[config.mk]
export PLATFORM = sky130hd
export DESIGN_NAME = scu_status_fifo
export DESIGN_NICKNAME = d
export VERILOG_FILES = /design/src/logic/scu_pkg.sv /design/src/logic/scu_ready_timer.sv /design/src/logic/scu_parity_ctl.sv /design/src/logic/scu_status_fifo.sv
export SDC_FILE = /design/constraint.sdc
export NUM_CORES = 1
export LEC_CHECK = 0
export ABC_AREA = 1
export BUFFER_PORTS_ARGS = -buffer_cell sky130_fd_sc_hd__buf_2
export CAP_MARGIN = 20
export CORE_MARGIN = 8
export CORE_UTILIZATION = 63
export DETAILED_ROUTE_END_ITERATION = 6
export PLACE_DENSITY = 0.85
export SETUP_SLACK_MARGIN = 0.1
export SYNTH_ARGS = -nofsm -noshare
export SYNTH_HDL_FRONTEND = slang
export SYNTH_HIERARCHICAL = 1
export SYNTH_SLANG_ARGS = --single-unit
[constraint.sdc]
create_clock -name core_clk -period 7.75 [get_ports core_clk]
set_input_delay 0.3875 -clock core_clk [delete_from_list [all_inputs] [get_ports core_clk]]
set_output_delay 0.3875 -clock core_clk [all_outputs]
set_load 0.05 [all_outputs]
[src/logic/scu_pkg.sv]
// Shared constants and carrier types for the card UART status/FIFO block.
// Assumes an 8-bit host bus with a 4-bit address and ETU ticks from outside.
package scu_pkg;

   // Register addresses on the host bus
   localparam logic [3:0] ADR_TIMEOUT_CFG = 4'h8;
   localparam logic [3:0] ADR_TIMEOUT_HIGH = 4'hB;
   localparam logic [3:0] ADR_MIXED = 4'hC;
   localparam logic [3:0] ADR_DATA_PORT = 4'hD;

   // Mixed status bit positions
   localparam int MS_CLK_SRC = 7;
   localparam int MS_FIFO_EMPTY = 6;
   localparam int MS_GUARD = 5;
   localparam int MS_READY = 4;
   localparam int MS_CARD_B = 3;
   localparam int MS_CARD_A = 2;
   localparam int MS_AUX = 1;
   localparam int MS_BUF_RDY = 0;

   // FIFO control fields and reset values
   localparam int FC_LIMIT_LSB = 4;
   localparam int FC_THR_HI = 3;
   localparam int FC_DEPTH_LSB = 0;
   localparam logic [7:0] FC_RESET = 8'h00;
   localparam logic [7:0] FC_UART_RST_MASK = 8'h77;
   localparam logic [7:0] TIMEOUT_HIGH_RESET = 8'h00;
   localparam int FIFO_SLOTS = 8;

   // Timing counts
   localparam logic [1:0] READY_HOLD_CYCLES = 2'h3;
   localparam logic [4:0] GUARD_ETU_T0 = 5'h10;
   localparam logic [4:0] GUARD_ETU_T1 = 5'h16;
   localparam int RETX_ETU = 15;
   localparam int MANUAL_ETU_X10 = 135;
   localparam logic [4:0] RETX_HALVES = 5'(2 * RETX_ETU);
   localparam logic [4:0] MANUAL_HALVES = 5'(2 * MANUAL_ETU_X10 / 10);

   typedef struct packed {
      logic csN;
      logic rdN;
      logic wrN;
      logic [3:0] addr;
      logic [7:0] data;
   } scu_host_bus_t;

   typedef struct packed {
      logic etuTick;
      logic halfEtuTick;
      logic prescTick;
      logic startBit;
      logic txDone;
      logic txNak;
      logic rxDone;
      logic rxParityBad;
   } scu_uart_evt_t;

endpackage

[src/logic/scu_ready_timer.sv]
// Host-access ready timing after data port and timeout config accesses.
// Assumes one-cycle request pulses and a prescaler tick from outside.
`timescale 1ns/1ps
module scu_ready_timer
   import scu_pkg::*;
(
   // Clock and reset
   input wire logic core_clk,
   input wire logic reset,
   // Requests
   input wire logic syncMode,
   input wire logic shortReq,
   input wire logic longReq,
   input wire logic prescTick,
   // Status
   output logic ready
);

   typedef enum logic [1:0] {
      RT_IDLE = 2'b00,
      RT_SHORT = 2'b01,
      RT_PSC1 = 2'b11,
      RT_PSC2 = 2'b10
   } scu_rt_state_t;

   scu_rt_state_t state_q;
   logic [1:0] holdCnt_q;

   always_ff @(posedge core_clk) begin
      if (reset) begin
         state_q <= RT_IDLE;
         holdCnt_q <= 2'h0;
      end else begin
         unique case (state_q)
            RT_IDLE: begin
               if (longReq && !syncMode) begin
                  state_q <= RT_PSC1;
               end else if (shortReq && !syncMode) begin
                  state_q <= RT_SHORT;
                  holdCnt_q <= READY_HOLD_CYCLES - 2'h1;
               end
            end
            RT_SHORT: begin
               if (holdCnt_q == 2'h0) begin
                  state_q <= RT_IDLE;
               end else begin
                  holdCnt_q <= holdCnt_q - 2'h1;
               end
            end
            // First tick lands anywhere within one period, so 1 to 2 total
            RT_PSC1: begin
               if (prescTick) begin
                  state_q <= RT_PSC2;
               end
            end
            RT_PSC2: begin
               if (prescTick) begin
                  state_q <= RT_IDLE;
               end
            end
         endcase
      end
   end

   assign ready = syncMode || (state_q == RT_IDLE);

   AST_SHORT_HOLD: assert property (
      @(posedge core_clk) disable iff (reset)
      (state_q == RT_IDLE && shortReq && !longReq && !syncMode)
      |=> !ready [*3] ##1 ready)
      else $error("ready not low for exactly three cycles");

   AST_SYNC_READY: assert property (
      @(posedge core_clk) disable iff (reset)
      syncMode |-> ready)
      else $error("ready low in synchronous mode");

   AST_LONG_HOLD: assert property (
      @(posedge core_clk) disable iff (reset)
      (state_q == RT_IDLE && longReq && !syncMode)
      |=> !ready ##1 (syncMode || !ready))
      else $error("ready not held after timeout config write");

endmodule

[src/logic/scu_parity_ctl.sv]
// Parity error counting, automatic retransmission and resend hold-off.
// Assumes half-ETU ticks and one-cycle character events from the UART core.
`timescale 1ns/1ps
module scu_parity_ctl
   import scu_pkg::*;
(
   // Clock and reset
   input wire logic core_clk,
   input wire logic reset,
   // Context
   input wire logic uartRun,
   input wire logic protocolT1,
   input wire logic txMode,
   input wire logic [2:0] parityRetryLimit,
   input wire scu_uart_evt_t uartEvt,
   // Results
   output logic parityErrSet,
   output logic retransmitStart,
   output logic resendHold
);

   logic [3:0] errCnt_q;
   logic [4:0] halfCnt_q;
   logic retxPend_q;
   logic failHold_q;
   logic atLimit;
   logic halfWrap;

   // A limit lowered below the running count still ends the retries
   assign atLimit = errCnt_q >= {1'b0, parityRetryLimit};
   assign halfWrap = uartEvt.halfEtuTick && halfCnt_q != 5'h1f;

   // Half-ETU timer measured from the latest start bit
   always_ff @(posedge core_clk) begin
      if (reset || uartEvt.startBit) begin
         halfCnt_q <= 5'h00;
      end else if (halfWrap) begin
         halfCnt_q <= halfCnt_q + 5'h01;
      end
   end

   always_ff @(posedge core_clk) begin
      if (reset || !uartRun) begin
         errCnt_q <= 4'h0;
         retxPend_q <= 1'b0;
         failHold_q <= 1'b0;
         parityErrSet <= 1'b0;
         retransmitStart <= 1'b0;
      end else begin
         parityErrSet <= 1'b0;
         retransmitStart <= 1'b0;
         if (retxPend_q && halfWrap && halfCnt_q == RETX_HALVES - 5'h01) begin
            retxPend_q <= 1'b0;
            retransmitStart <= 1'b1;
         end
         if (failHold_q && halfCnt_q >= MANUAL_HALVES) begin
            failHold_q <= 1'b0;
         end
         if (txMode && !protocolT1 && uartEvt.txNak) begin
            if (!atLimit) begin
               errCnt_q <= errCnt_q + 4'h1;
               retxPend_q <= 1'b1;
            end else begin
               errCnt_q <= 4'h0;
               parityErrSet <= 1'b1;
               failHold_q <= 1'b1;
            end
         end else if (txMode && uartEvt.txDone) begin
            errCnt_q <= 4'h0;
         end else if (!txMode && uartEvt.rxDone) begin
            if (protocolT1) begin
               parityErrSet <= uartEvt.rxParityBad;
            end else if (!uartEvt.rxParityBad) begin
               errCnt_q <= 4'h0;
            end else if (atLimit) begin
               errCnt_q <= 4'h0;
               parityErrSet <= 1'b1;
            end else begin
               errCnt_q <= errCnt_q + 4'h1;
            end
         end
      end
   end

   always_ff @(posedge core_clk) begin
      if (reset) begin
         resendHold <= 1'b0;
      end else begin
         resendHold <= failHold_q && halfCnt_q < MANUAL_HALVES;
      end
   end

   AST_RETX_AT_15: assert property (
      @(posedge core_clk) disable iff (reset)
      retransmitStart |-> $past(halfCnt_q) == RETX_HALVES - 5'h01)
      else $error("retransmission not at fifteen ETU");

   AST_NO_AUTO_RETX: assert property (
      @(posedge core_clk) disable iff (reset)
      (uartRun && txMode && !protocolT1 && uartEvt.txNak
       && parityRetryLimit == 3'h0) |=> !retxPend_q && parityErrSet)
      else $error("retry scheduled with zero limit");

   AST_T1_EVERY_ERR: assert property (
      @(posedge core_clk) disable iff (reset)
      (uartRun && !txMode && protocolT1 && uartEvt.rxDone
       && uartEvt.rxParityBad) |=> parityErrSet)
      else $error("T1 parity error not flagged");

   AST_RX_LIMIT: assert property (
      @(posedge core_clk) disable iff (reset)
      (uartRun && !txMode && !protocolT1 && uartEvt.rxDone
       && uartEvt.rxParityBad && !atLimit) |=> !parityErrSet)
      else $error("parity error flagged before limit");

endmodule

[src/logic/scu_status_fifo.sv]
// Status, FIFO control and receive FIFO of the card UART, host bus side.
// Assumes host strobes synchronous to core_clk and UART core event pulses.
//
// Summary of operation
// - Timeout high byte is write-only, kept through UART reset.
// - Clock source bit reads 1 on internal oscillator, 0 on crystal.
// - FIFO empty bit is 1 when no received character is stored.
// - Guard counter restarts per start bit, sets bit at 16 or 22 ETU.
// - Ready stays low three cycles after a data port read.
// - Ready stays low three cycles after a data port write.
// - Ready stays low one to two prescaler periods after timeout config write, not during UART reset.
// - Ready delays only in asynchronous mode; forced high when synchronous.
// - Card A and B presence bits follow detection.
// - Aux interrupt bit follows the aux pin level.
// - Buffer flag set on receive-to-transmit, character sent, FIFO full.
// - Buffer flag cleared on reset, transmit write, FIFO read, back to receive.
// - Buffer flag not set after the marked last character.
// - T0 transmit retries up to the limit, then parity error.
// - Each retry starts 15 ETU after previous start bit.
// - Zero limit means no retry; manual resend not before 13.5 ETU.
// - T0 receive flags parity error after limit plus one errors.
// - A good character resets the parity error counter.
// - T1 flags every received parity error, no counter.
// - Threshold enabled only when both enable bits set; bits read 0.
// - FIFO depth is the length field plus one.
// - Marked last character done ends transmit and clears the buffer flag.
`timescale 1ns/1ps
module scu_status_fifo
   import scu_pkg::*;
(
   // Clock and reset
   input wire logic core_clk,
   input wire logic reset,
   // Host bus
   input wire scu_host_bus_t hostBus,
   output logic [7:0] dataOut,
   output logic dataOutEnN,
   // UART context
   input wire logic uartResetRelease,
   input wire logic protocolT1,
   input wire logic txMode,
   input wire logic lastCharMarker,
   input wire logic syncMode,
   input wire logic thresholdEnableLo,
   // Card and pin status
   input wire logic cardClockInternal,
   input wire logic cardAPresent,
   input wire logic cardBPresent,
   input wire logic auxIrqPin,
   // UART core events
   input wire scu_uart_evt_t uartEvt,
   input wire logic [7:0] rxData,
   // Towards the UART core
   output logic [7:0] timeoutCountHigh,
   output logic [2:0] parityRetryLimit,
   output logic thresholdActive,
   output logic bufferReadyFlag,
   output logic parityErrSet,
   output logic retransmitStart,
   output logic resendHold,
   output logic lastCharDone,
   output logic rxFifoEmptyFlag,
   output logic blockGuardElapsed,
   output logic hostAccessReady
);

   scu_host_bus_t prevBus_q;
   logic [7:0] fifoControl_q;
   logic [7:0] fifoMem [FIFO_SLOTS];
   logic [2:0] wrPtr_q;
   logic [2:0] rdPtr_q;
   logic [3:0] fifoCount_q;
   logic [3:0] fifoDepth;
   logic fifoFull;
   logic fullPrev_q;
   logic txModePrev_q;
   logic lctLoaded_q;
   logic [4:0] guardCnt_q;
   logic [4:0] guardTerm;
   logic readNow;
   logic writeNow;
   logic readEnd;
   logic writeEnd;
   logic dataWrite;
   logic dataRead;
   logic cfgWrite;
   logic fifoPush;
   logic fifoPop;
   logic timerReady;
   logic setBuf;
   logic clrBuf;
   logic [7:0] mixedStatus;

   // Strobe end detection: actions take effect at the rising edge
   assign readNow = !hostBus.csN && !hostBus.rdN;
   assign writeNow = !hostBus.csN && !hostBus.wrN;
   assign readEnd = !prevBus_q.csN && !prevBus_q.rdN && !readNow;
   assign writeEnd = !prevBus_q.csN && !prevBus_q.wrN && !writeNow;
   assign dataWrite = writeEnd && prevBus_q.addr == ADR_DATA_PORT;
   assign dataRead = readEnd && prevBus_q.addr == ADR_DATA_PORT;
   assign cfgWrite = writeEnd && prevBus_q.addr == ADR_TIMEOUT_CFG
                     && uartResetRelease;

   always_ff @(posedge core_clk) begin
      if (reset) begin
         prevBus_q <= '{csN: 1'b1, rdN: 1'b1, wrN: 1'b1, default: '0};
      end else begin
         prevBus_q <= hostBus;
      end
   end

   // Timeout high byte survives the UART reset, only the core reset clears it
   always_ff @(posedge core_clk) begin
      if (reset) begin
         timeoutCountHigh <= TIMEOUT_HIGH_RESET;
      end else if (writeEnd && prevBus_q.addr == ADR_TIMEOUT_HIGH) begin
         timeoutCountHigh <= prevBus_q.data;
      end
   end

   always_ff @(posedge core_clk) begin
      if (reset) begin
         fifoControl_q <= FC_RESET;
      end else if (writeEnd && prevBus_q.addr == ADR_MIXED) begin
         fifoControl_q <= prevBus_q.data;
      end else if (!uartResetRelease) begin
         fifoControl_q <= fifoControl_q & FC_UART_RST_MASK;
      end
   end

   assign parityRetryLimit = fifoControl_q[FC_LIMIT_LSB +: 3];

   always_ff @(posedge core_clk) begin
      if (reset) begin
         thresholdActive <= 1'b0;
      end else begin
         thresholdActive <= fifoControl_q[FC_THR_HI]
                            && thresholdEnableLo;
      end
   end

   // Receive FIFO; the depth can shrink below the fill, which reads as full
   assign fifoDepth = {1'b0, fifoControl_q[FC_DEPTH_LSB +: 3]}
                      + 4'h1;
   assign fifoFull = fifoCount_q >= fifoDepth;
   assign fifoPush = uartEvt.rxDone && !txMode && !fifoFull
                     && (protocolT1 || !uartEvt.rxParityBad);
   assign fifoPop = dataRead && fifoCount_q != 4'h0;

   always_ff @(posedge core_clk) begin
      if (fifoPush) begin
         fifoMem[wrPtr_q] <= rxData;
      end
   end

   always_ff @(posedge core_clk) begin
      if (reset || !uartResetRelease) begin
         wrPtr_q <= 3'h0;
         rdPtr_q <= 3'h0;
         fifoCount_q <= 4'h0;
      end else begin
         if (fifoPush) begin
            wrPtr_q <= wrPtr_q + 3'h1;
         end
         if (fifoPop) begin
            rdPtr_q <= rdPtr_q + 3'h1;
         end
         if (fifoPush && !fifoPop) begin
            fifoCount_q <= fifoCount_q + 4'h1;
         end else if (fifoPop && !fifoPush) begin
            fifoCount_q <= fifoCount_q - 4'h1;
         end
      end
   end

   always_ff @(posedge core_clk) begin
      if (reset) begin
         rxFifoEmptyFlag <= 1'b1;
      end else begin
         rxFifoEmptyFlag <= fifoCount_q == 4'h0;
      end
   end

   // Buffer ready flag: set wins over the ordinary clears
   assign setBuf = (txMode && !txModePrev_q)
                   || (uartEvt.txDone && !lctLoaded_q)
                   || (fifoFull && !fullPrev_q);
   assign clrBuf = (dataWrite && txMode) || (fifoPop && !txMode)
                   || (!txMode && txModePrev_q)
                   || (uartEvt.txDone && lctLoaded_q);

   always_ff @(posedge core_clk) begin
      if (reset) begin
         txModePrev_q <= 1'b0;
         fullPrev_q <= 1'b0;
      end else begin
         txModePrev_q <= txMode;
         fullPrev_q <= fifoFull;
      end
   end

   always_ff @(posedge core_clk) begin
      if (reset || !uartResetRelease) begin
         bufferReadyFlag <= 1'b0;
      end else if (setBuf) begin
         bufferReadyFlag <= 1'b1;
      end else if (clrBuf) begin
         bufferReadyFlag <= 1'b0;
      end
   end

   // Marker is judged at load time, so a late marker waits for the next load
   always_ff @(posedge core_clk) begin
      if (reset || !uartResetRelease) begin
         lctLoaded_q <= 1'b0;
         lastCharDone <= 1'b0;
      end else begin
         lastCharDone <= uartEvt.txDone && lctLoaded_q;
         if (dataWrite && txMode) begin
            lctLoaded_q <= lastCharMarker;
         end else if (uartEvt.txDone) begin
            lctLoaded_q <= 1'b0;
         end
      end
   end

   // Block guard time
   assign guardTerm = protocolT1 ? GUARD_ETU_T1 : GUARD_ETU_T0;

   always_ff @(posedge core_clk) begin
      if (reset || uartEvt.startBit) begin
         guardCnt_q <= 5'h00;
         blockGuardElapsed <= 1'b0;
      end else if (uartEvt.etuTick && !blockGuardElapsed) begin
         guardCnt_q <= guardCnt_q + 5'h01;
         blockGuardElapsed <= guardCnt_q + 5'h01 >= guardTerm;
      end
   end

   scu_ready_timer readyTimer (
      .core_clk(core_clk),
      .reset(reset),
      .syncMode(syncMode),
      .shortReq(dataRead || dataWrite),
      .longReq(cfgWrite),
      .prescTick(uartEvt.prescTick),
      .ready(timerReady)
   );

   scu_parity_ctl parityCtl (
      .core_clk(core_clk),
      .reset(reset),
      .uartRun(uartResetRelease),
      .protocolT1(protocolT1),
      .txMode(txMode),
      .parityRetryLimit(parityRetryLimit),
      .uartEvt(uartEvt),
      .parityErrSet(parityErrSet),
      .retransmitStart(retransmitStart),
      .resendHold(resendHold)
   );

   always_ff @(posedge core_clk) begin
      if (reset) begin
         hostAccessReady <= 1'b1;
      end else begin
         hostAccessReady <= timerReady;
      end
   end

   always_comb begin
      mixedStatus = 8'h00;
      mixedStatus[MS_CLK_SRC] = cardClockInternal;
      mixedStatus[MS_FIFO_EMPTY] = rxFifoEmptyFlag;
      mixedStatus[MS_GUARD] = blockGuardElapsed;
      mixedStatus[MS_READY] = hostAccessReady;
      mixedStatus[MS_CARD_B] = cardBPresent;
      mixedStatus[MS_CARD_A] = cardAPresent;
      mixedStatus[MS_AUX] = auxIrqPin;
      mixedStatus[MS_BUF_RDY] = bufferReadyFlag;
   end

   // Only the two read addresses owned here drive the shared data bus
   always_ff @(posedge core_clk) begin
      if (reset) begin
         dataOut <= 8'h00;
         dataOutEnN <= 1'b1;
      end else if (readNow && hostBus.addr == ADR_MIXED) begin
         dataOut <= mixedStatus;
         dataOutEnN <= 1'b0;
      end else if (readNow && hostBus.addr == ADR_DATA_PORT) begin
         dataOut <= fifoMem[rdPtr_q];
         dataOutEnN <= 1'b0;
      end else begin
         dataOutEnN <= 1'b1;
      end
   end

   AST_HIGH_KEPT: assert property (
      @(posedge core_clk) disable iff (reset)
      !(writeEnd && prevBus_q.addr == ADR_TIMEOUT_HIGH)
      |=> $stable(timeoutCountHigh))
      else $error("timeout high byte changed without a write");

   AST_EMPTY: assert property (
      @(posedge core_clk) disable iff (reset)
      fifoPush ##1 !fifoPop |=> !rxFifoEmptyFlag)
      else $error("empty flag set with a stored character");

   AST_GUARD: assert property (
      @(posedge core_clk) disable iff (reset)
      uartEvt.startBit |=> !blockGuardElapsed && guardCnt_q == 5'h00)
      else $error("guard counter not restarted by start bit");

   AST_TX_ENTRY: assert property (
      @(posedge core_clk) disable iff (reset)
      (uartResetRelease && txMode && !txModePrev_q) |=> bufferReadyFlag)
      else $error("buffer flag not set on entering transmit");

   AST_UART_RST: assert property (
      @(posedge core_clk) disable iff (reset)
      !uartResetRelease |=> !bufferReadyFlag && fifoCount_q == 4'h0)
      else $error("UART reset did not clear flag and FIFO");

   AST_LAST_CHAR: assert property (
      @(posedge core_clk) disable iff (reset)
      (uartResetRelease && uartEvt.txDone && lctLoaded_q
       && !(txMode && !txModePrev_q) && !(fifoFull && !fullPrev_q))
      |=> !bufferReadyFlag && lastCharDone)
      else $error("buffer flag set after marked last character");

   AST_MIXED_READ: assert property (
      @(posedge core_clk) disable iff (reset)
      (readNow && hostBus.addr == ADR_MIXED)
      |=> !dataOutEnN && dataOut[MS_AUX] == $past(auxIrqPin))
      else $error("mixed status read returned wrong data");

endmodule

== Word-level counts from Yosys, hierarchy flattened ==
Memories as Yosys holds them, arrays and structs flattened. A register that Yosys moved wholly into a read port is not among the register bits.
Index checks and enable logic that the tools add are counted.
Word-level totals
  input port bits: 43
  output and inout port bits: 29
  memories: 1
  logic and storage cells: 195
  RAM bits: 64
  register bits after elaboration: 81
Operators by class
  eq/ne operators: 20
  multiplexer cells: 46
  add/sub/neg operators: 9
  reductions and logical operators: 82
  $lt $le $gt $ge: 5
Memory list
  fifoMem: words 8, width 8, rd ports 1, clocked after Yosys merged registers in 1, write ports 1, line scu_status_fifo.sv:69  | logic [7:0] fifoMem [FIFO_SLOTS];
Operators by type and width (number)
  1-bit logical AND: 39
  4-bit two-way mux: 9
  4-bit equality test, second input constant: 6
  1-bit two-way mux: 21
  1-bit zero test: 20
  2-bit two-way mux: 8
  8-bit two-way mux: 2
  5-bit by 1-bit adder with 5-bit output, second input constant: 2
  1-bit logical OR: 10
  2-bit nonzero test: 5
  3-bit two-way mux: 3
  4-bit by 1-bit adder with 4-bit output, second input constant: 2
  2-bit != test, second input constant: 4
  2-bit case mux with 4 select lines: 1
  4-bit AND reduction: 2
  7-bit two-way mux: 1
  3-bit by 1-bit adder with 3-bit output, second input constant: 2
  2-bit by 1-bit != test with 1-bit output, second input constant: 3
  3-bit by 1-bit != test with 1-bit output, second input constant: 2
  5-bit equality test, second input constant: 1
  5-bit greater-or-equal comparator: 1
  5-bit greater-or-equal comparator, second input constant: 1
  5-bit less-than comparator, second input constant: 1
  5-bit != test, second input constant: 1
  other kinds (13): 15

== Logic depth before layout (Yosys ltp) ==
  word-level depth: 12
  depth in mapped cells: 17
  gate-level depth less buffers: 16

== Hierarchy ==
Netlist, hierarchy kept.
By module, submodules not included
  scu_status_fifo: area an instance 5432.7 um2, times used 1, sequential area each 3243.1 um2, cells each 570
  scu_parity_ctl: area an instance 812.0 um2, times used 1, sequential area each 280.3 um2, cells each 116
  scu_ready_timer: area an instance 265.3 um2, times used 1, sequential area each 80.1 um2, cells each 43

== Worst setup path before layout ==
No wires, ideal clock.
  path kind: register to register
  start point: register fifoControl_q[0]
  end point: register fifoCount_q[3]
  data arrival time: 2.363 ns
  setup time: 0.123 ns
  stages on the path, launching flop included: 18
  data required time: 7.627 ns
  slack: 5.264 ns
  clock period less this slack: 2.486 ns
  path buffers: 1
  cells stage by stage: dfxtp_1 > ha_1 > inv_1 > ha_1 > o21ai_1 > nand2_1 > nand2_1 > nand3_2 > buf_6 > inv_1 > ha_1 > inv_1 > ha_1 > a21oi_1 > nand2_1 > xor2_1 > nand2_1 > a21oi_1
Between the ends
  word-level cells in the longest chain between the ends: 8
  elaborated cells between the ends (all ways): 10
  those cells by class: add/sub: 1; order compare: 1; mux: 1; reduce/logical: 7
Ends and longest elaborated chain
  from (decl): line scu_status_fifo.sv:68  | logic [7:0] fifoControl_q;
  from (signal assigned): line scu_status_fifo.sv:125  | fifoControl_q <= prevBus_q.data;
  from (signal assigned): line scu_status_fifo.sv:127  | fifoControl_q <= fifoControl_q & FC_UART_RST_MASK;
  3-bit by 1-bit adder with 4-bit output (*): line scu_status_fifo.sv:144  | + 4'h1;
  4-bit greater-or-equal comparator (*): line scu_status_fifo.sv:145  | assign fifoFull = fifoCount_q >= fifoDepth;
  1-bit zero test (*): line scu_status_fifo.sv:146  | assign fifoPush = uartEvt.rxDone && !txMode && !fifoFull
  1-bit logical AND (*): line scu_status_fifo.sv:146
  1-bit logical AND (*): line scu_status_fifo.sv:147  | && (protocolT1 || !uartEvt.rxParityBad);
  net fifoPush: line scu_status_fifo.sv:87  | logic fifoPush;
  1-bit zero test: line scu_status_fifo.sv:170  | end else if (fifoPop && !fifoPush) begin
  1-bit logical AND: line scu_status_fifo.sv:170
  2-bit nonzero test (no line)
  to (signal assigned): line scu_status_fifo.sv:169  | fifoCount_q <= fifoCount_q + 4'h1;
  to (signal assigned): line scu_status_fifo.sv:171  | fifoCount_q <= fifoCount_q - 4'h1;
  to (decl): line scu_status_fifo.sv:72  | logic [3:0] fifoCount_q;
The timed path passes the listed nets; every way through them passes the cells marked *.
A chain may end at the register's enable or synchronous reset.

== Final worst setup path ==
  start point: register fifoControl_q[1]
  end point: register fifoCount_q[3]
Same word-level chain as after synthesis.

==> results list <==
- For this run, the share of the core covered by cells in the final layout is roughly three quarters.
- The run finished with clean final reports.
- Via count of the first global-routing pass: 5289
* Root buffer cell: sky130_fd_sc_hd__clkbuf_8
* Max VDD drop: 0.155 mV
* Horizontal die dimension: between 100 and 150 microns
* Critical path, cell by cell: ha_1 > inv_1 > ha_1 > o21ai_1 > nand2_1 > nand2_1 > nand3_2 > inv_1 > ha_1 > inv_1 > ha_1 > a21oi_1 > nand2_1 > xor2_1 > nand2_1 > a21oi_1
* Top cell type by total area after synthesis: sky130_fd_sc_hd__edfxtp_1
- The number of antenna diodes in the final layout is 0.
- Ys Warns: 6
- Using the TritonRoute via totals, the vias-per-cell ratio works out to around 5.7.
- Worst flop-to-flop path startpoint: fifoControl_q[1]$_SDFFE_PP0P_
- Number of enable-type register cells in the synthesized netlist: 64
- Part of the total power dissipated in sequential elements: between 40 and 50%
- P per Cell Area: approximately 230 nW/um^2
* Setup clock skew after layout: between 0.006 and 0.007 ns
- Depth of the most critical reg-to-reg path: 16
* Gate power share: under 10%
* Area of all sequential standard cells: 3600 sq um
* TritonRoute pass-1 iters: 7
* Most repeated cell in the gate-level netlist after synthesis: sky130_fd_sc_hd__nor2_1
- In this run, placement finished with an instance count of around 920.
- Leaving out filler cells and counting taps, the final layout contains about 960.
- Averaged over all synthesized cells, the footprint is a little under 9 sq um.
- When the netlist entered floorplanning its net count stood at slightly below 800.
- The core region is approximately 10000 sq um.
- Post-synth ARST share: 0%
- Critical register-to-register path endpoint: fifoCount_q[3]$_SDFFE_PP0P_
- Initial cell density of the core: around 64%
- Number of antenna violations at the first check in global routing: 0
- At the pin with the least slew margin, the transition time is 1.18 ns.
- Critical Path Slowest Stage Cell: sky130_fd_sc_hd__dfxtp_1
- Clock buffer depth: 2
- Maximum clock frequency: between 300 and 400 MHz
- In this run the core area contains 37 standard-cell rows.
- Wl on met1: 6350 microns
- Count of cells resized by post-cts repair: 0
* Number of standard cells after synthesis: around 730
- The first global-routing pass estimated 25500 microns of wire.
- Summed over all layers, the global routing overflow is 0.
- In this run the remaining antenna-violating nets after routing total 0.
* CP Buf/Inv Count: 3
- Count of input and output buffers: between 70 and 80
* Detailed Place HPWL: around 10000 microns
* Reported net switching power: approximately 390 uW
- H-tree level count: 4
- Sequential area share after synthesis: about 55%
- 72 I/O pins were placed.
- Cell type group with the largest total delay on the critical path: adder cells
* CTS hold repair buffers: 0
- Total power draw: around 1.7 mW
* Origin of the worst min-delay path: hostBus[5]
- On the worst path, the slowest cell contributes a delay of around 0.34 ns.
* Classification of the worst setup path: flip-flop to flip-flop
- Unrepaired setup endpoints after global routing: false
- Maximum fanout along the worst path: 14
- At the end of routability-driven placement, the weighted congestion stood at 0.831.
* Worst-path clk slew: ~0.060 ns
- The number of setup buffers added after CTS is 0.
* Post-route DRC: 0
- The die covers between 10000 and 15000 sq um.
* Worst min-delay path endpoint: prevBus_q[5]$_SDFF_PP0_
- Static leakage power: between 3 and 4 nW
* Largest net degree at the start of global routing: 34
- Compared with the post-synthesis result, the final layout area differs by 15.8%.
- The internal portion of the total power is 1.35 mW.
- GRT Total Usage: a little under a quarter
* Most frequently used flop master after synthesis: sky130_fd_sc_hd__dfxtp_1
- TritonCTS built the clock tree.
- Met2 wire len: between 7000 and 8000 microns
- Of the total power, the clock network draws 46.7%.
- WL final: 15900 microns
* Post-synthesis cell area: roughly 6500 sq um
- Final setup violation count: 0
* Top routing layer in use: met4
* Via count of the routed design: 5404
* Switching power share of the total: a little under a quarter
- Fill cells in the final layout number between 600 and 700.
* Number of max-cap violations: 0
* Clock sink count: around 150
- Dominant cells by area after synthesis: sky130_fd_sc_hd__edfxtp_1, sky130_fd_sc_hd__dfxtp_1, sky130_fd_sc_hd__nor2_1, sky130_fd_sc_hd__nand2_1, sky130_fd_sc_hd__inv_1
* Later-pin clock latency in the skew report: 0.54 ns
* Flop-to-flop setup slack: 4.67 ns
* Average detailed-routed wire length per instance: 16.7 microns
- The count of endpoints failing hold in the final timing report came to 0.
* Slew Limit Headroom: between 20% and 30%
- Summing all multi-input logic gate instances after layout gives about 2400 sq um.
* Height of the die: between 100 and 150 microns
* Final count of pins violating max slew: 0
* Arrival time reported for the critical path endpoint: roughly 3.5 ns
* Required time of the critical path: roughly 8.2 ns
* TritonCTS buffer count: 17
- The worst setup path is captured at a flip-flop.
* Share of post-route cells with drive strength above 1: around 18%
- The share of synthesized area in the top cell type comes to between 20 and 30%.
- Final period demand of the worst path: just over 3 ns
- After the first detailed-routing iteration, the DRC count stood at about 640.
- Most instantiated cells after synthesis: sky130_fd_sc_hd__nor2_1, sky130_fd_sc_hd__nand2_1, sky130_fd_sc_hd__inv_1
- In the finished design, the share of the clock period the worst path needs comes to between 30% and 40%.
- Number of synthesized register bits: about 150
- The tightest min-delay check is of the primary input to flip-flop type.
* Unique cell type count in the Yosys netlist: 40
- Counting instances, the worst hold path has a depth of 3.
- Critical path startpoint category: flip-flop
- The routed design uses approximately 1400 microns of met3 wire.
- Setup total negative slack on the finished layout was measured at 0 ns.
- The critical path crosses 16 cells after its start point.
- Net count, final: approximately 870
[power by group through the flow]
stage	logic [mW]	registers, mW	clock network, mW
final	0.0963	0.834	0.813
after global routing	0.107	0.834	0.850
after CTS	0.0942	0.834	0.814
after detailed placement	0.0921	0.850	0
after global placement	0.0878	0.850	0
after floorplan	0.0522	0.855	0
[registers in the layout, indices dropped and copies added (netlist names), 2 cells and up, named ones only]
register              flops
fifoMem                  64
readyTimer/holdCnt_q      2
fifoControl_q             7
timeoutCountHigh          8
fifoCount_q               4
prevBus_q                15
wrPtr_q                   3
parityCtl/halfCnt_q       5
parityCtl/errCnt_q        4
guardCnt_q                5
readyTimer/state_q        2
rdPtr_q                   3
dataOut                   8
[layout by cell type, fill, tap and decap left out, types with 11 or more instances in the layout]
cell,instances
sky130_fd_sc_hd__edfxtp_1,64
sky130_fd_sc_hd__nand2_1,109
sky130_fd_sc_hd__inv_1,87
sky130_fd_sc_hd__dfxtp_1,84
sky130_fd_sc_hd__o21ai_0,45
sky130_fd_sc_hd__nor2_1,124
sky130_fd_sc_hd__a21oi_1,41
sky130_fd_sc_hd__clkbuf_16,18
sky130_fd_sc_hd__ha_1,21
sky130_fd_sc_hd__buf_2,74
sky130_fd_sc_hd__nor3_1,11
sky130_fd_sc_hd__o21ai_1,22
sky130_fd_sc_hd__nand3_1,41
[worst max path at each step]
stage / slack [ns] / to / start
final: 4.67 / fifoCount_q[3]$_SDFFE_PP0P_ / fifoControl_q[1]$_SDFFE_PP0P_
after global routing: 4.49 / fifoCount_q[3]$_SDFFE_PP0P_ / fifoControl_q[1]$_SDFFE_PP0P_
after CTS: 4.77 / fifoCount_q[3]$_SDFFE_PP0P_ / fifoControl_q[1]$_SDFFE_PP0P_
after detailed placement: 4.87 / fifoCount_q[3]$_SDFFE_PP0P_ / fifoControl_q[0]$_SDFFE_PP0P_
after global placement: 5.09 / fifoCount_q[3]$_SDFFE_PP0P_ / fifoControl_q[0]$_SDFFE_PP0P_
after floorplan: 5.26 / fifoCount_q[3]$_SDFFE_PP0P_ / fifoControl_q[0]$_SDFFE_PP0P_
[area by class of cell]
class                   instances  area share, %
flip-flops and latches        148           47.8
multi-input cells             466           31.7
clock buffers                  20           6.21
repair buffers                 77           5.48
inverters                      96           4.85
well taps                     136           2.26
clock inverters                12           1.66
[layer usage]
metal	GRT usage, %	vias up
li1	-	2536
met1	27.3	2540
met2	38.2	272
met3	6.00	56
met4	8.73	0
met5	0	-
[worst register-to-register path: cells and delay by family (launching register included)]
kind | cells | cell delay (ns)
flops | 1 | 0.34
compound gates | 3 | 0.41
xor+xnor | 1 | 0.15
fa+ha+maj | 4 | 1.16
simple gates | 5 | 0.61
buf+inv | 3 | 0.32
[cell families after synthesis]
group           after synthesis  synth area share, %
simple gates                319                 21.8
flops                       148                 55.4
compound gates              115                 9.17
buf+inv                     115                 7.90
fa+ha+maj                    22                 4.34
xor+xnor                     10                 1.46
[per-stage QoR]
| stage | hold slack (ns) | cell area, sq um | setup slack [ns] |
|---|---|---|---|
| 2_1_floorplan | 0.410 | 6510 | 5.26 |
| 3_3_place_gp | 0.416 | 6890 | 5.09 |
| 3_5_place_dp | 0.436 | 6890 | 4.87 |
| 4_1_cts | 0.0507 | 7480 | 4.77 |
| 5_1_grt | 0.0628 | 7540 | 4.49 |
| 6_report | 0.0575 | 7540 | 4.67 |
Power figures use the tool's default switching activity.
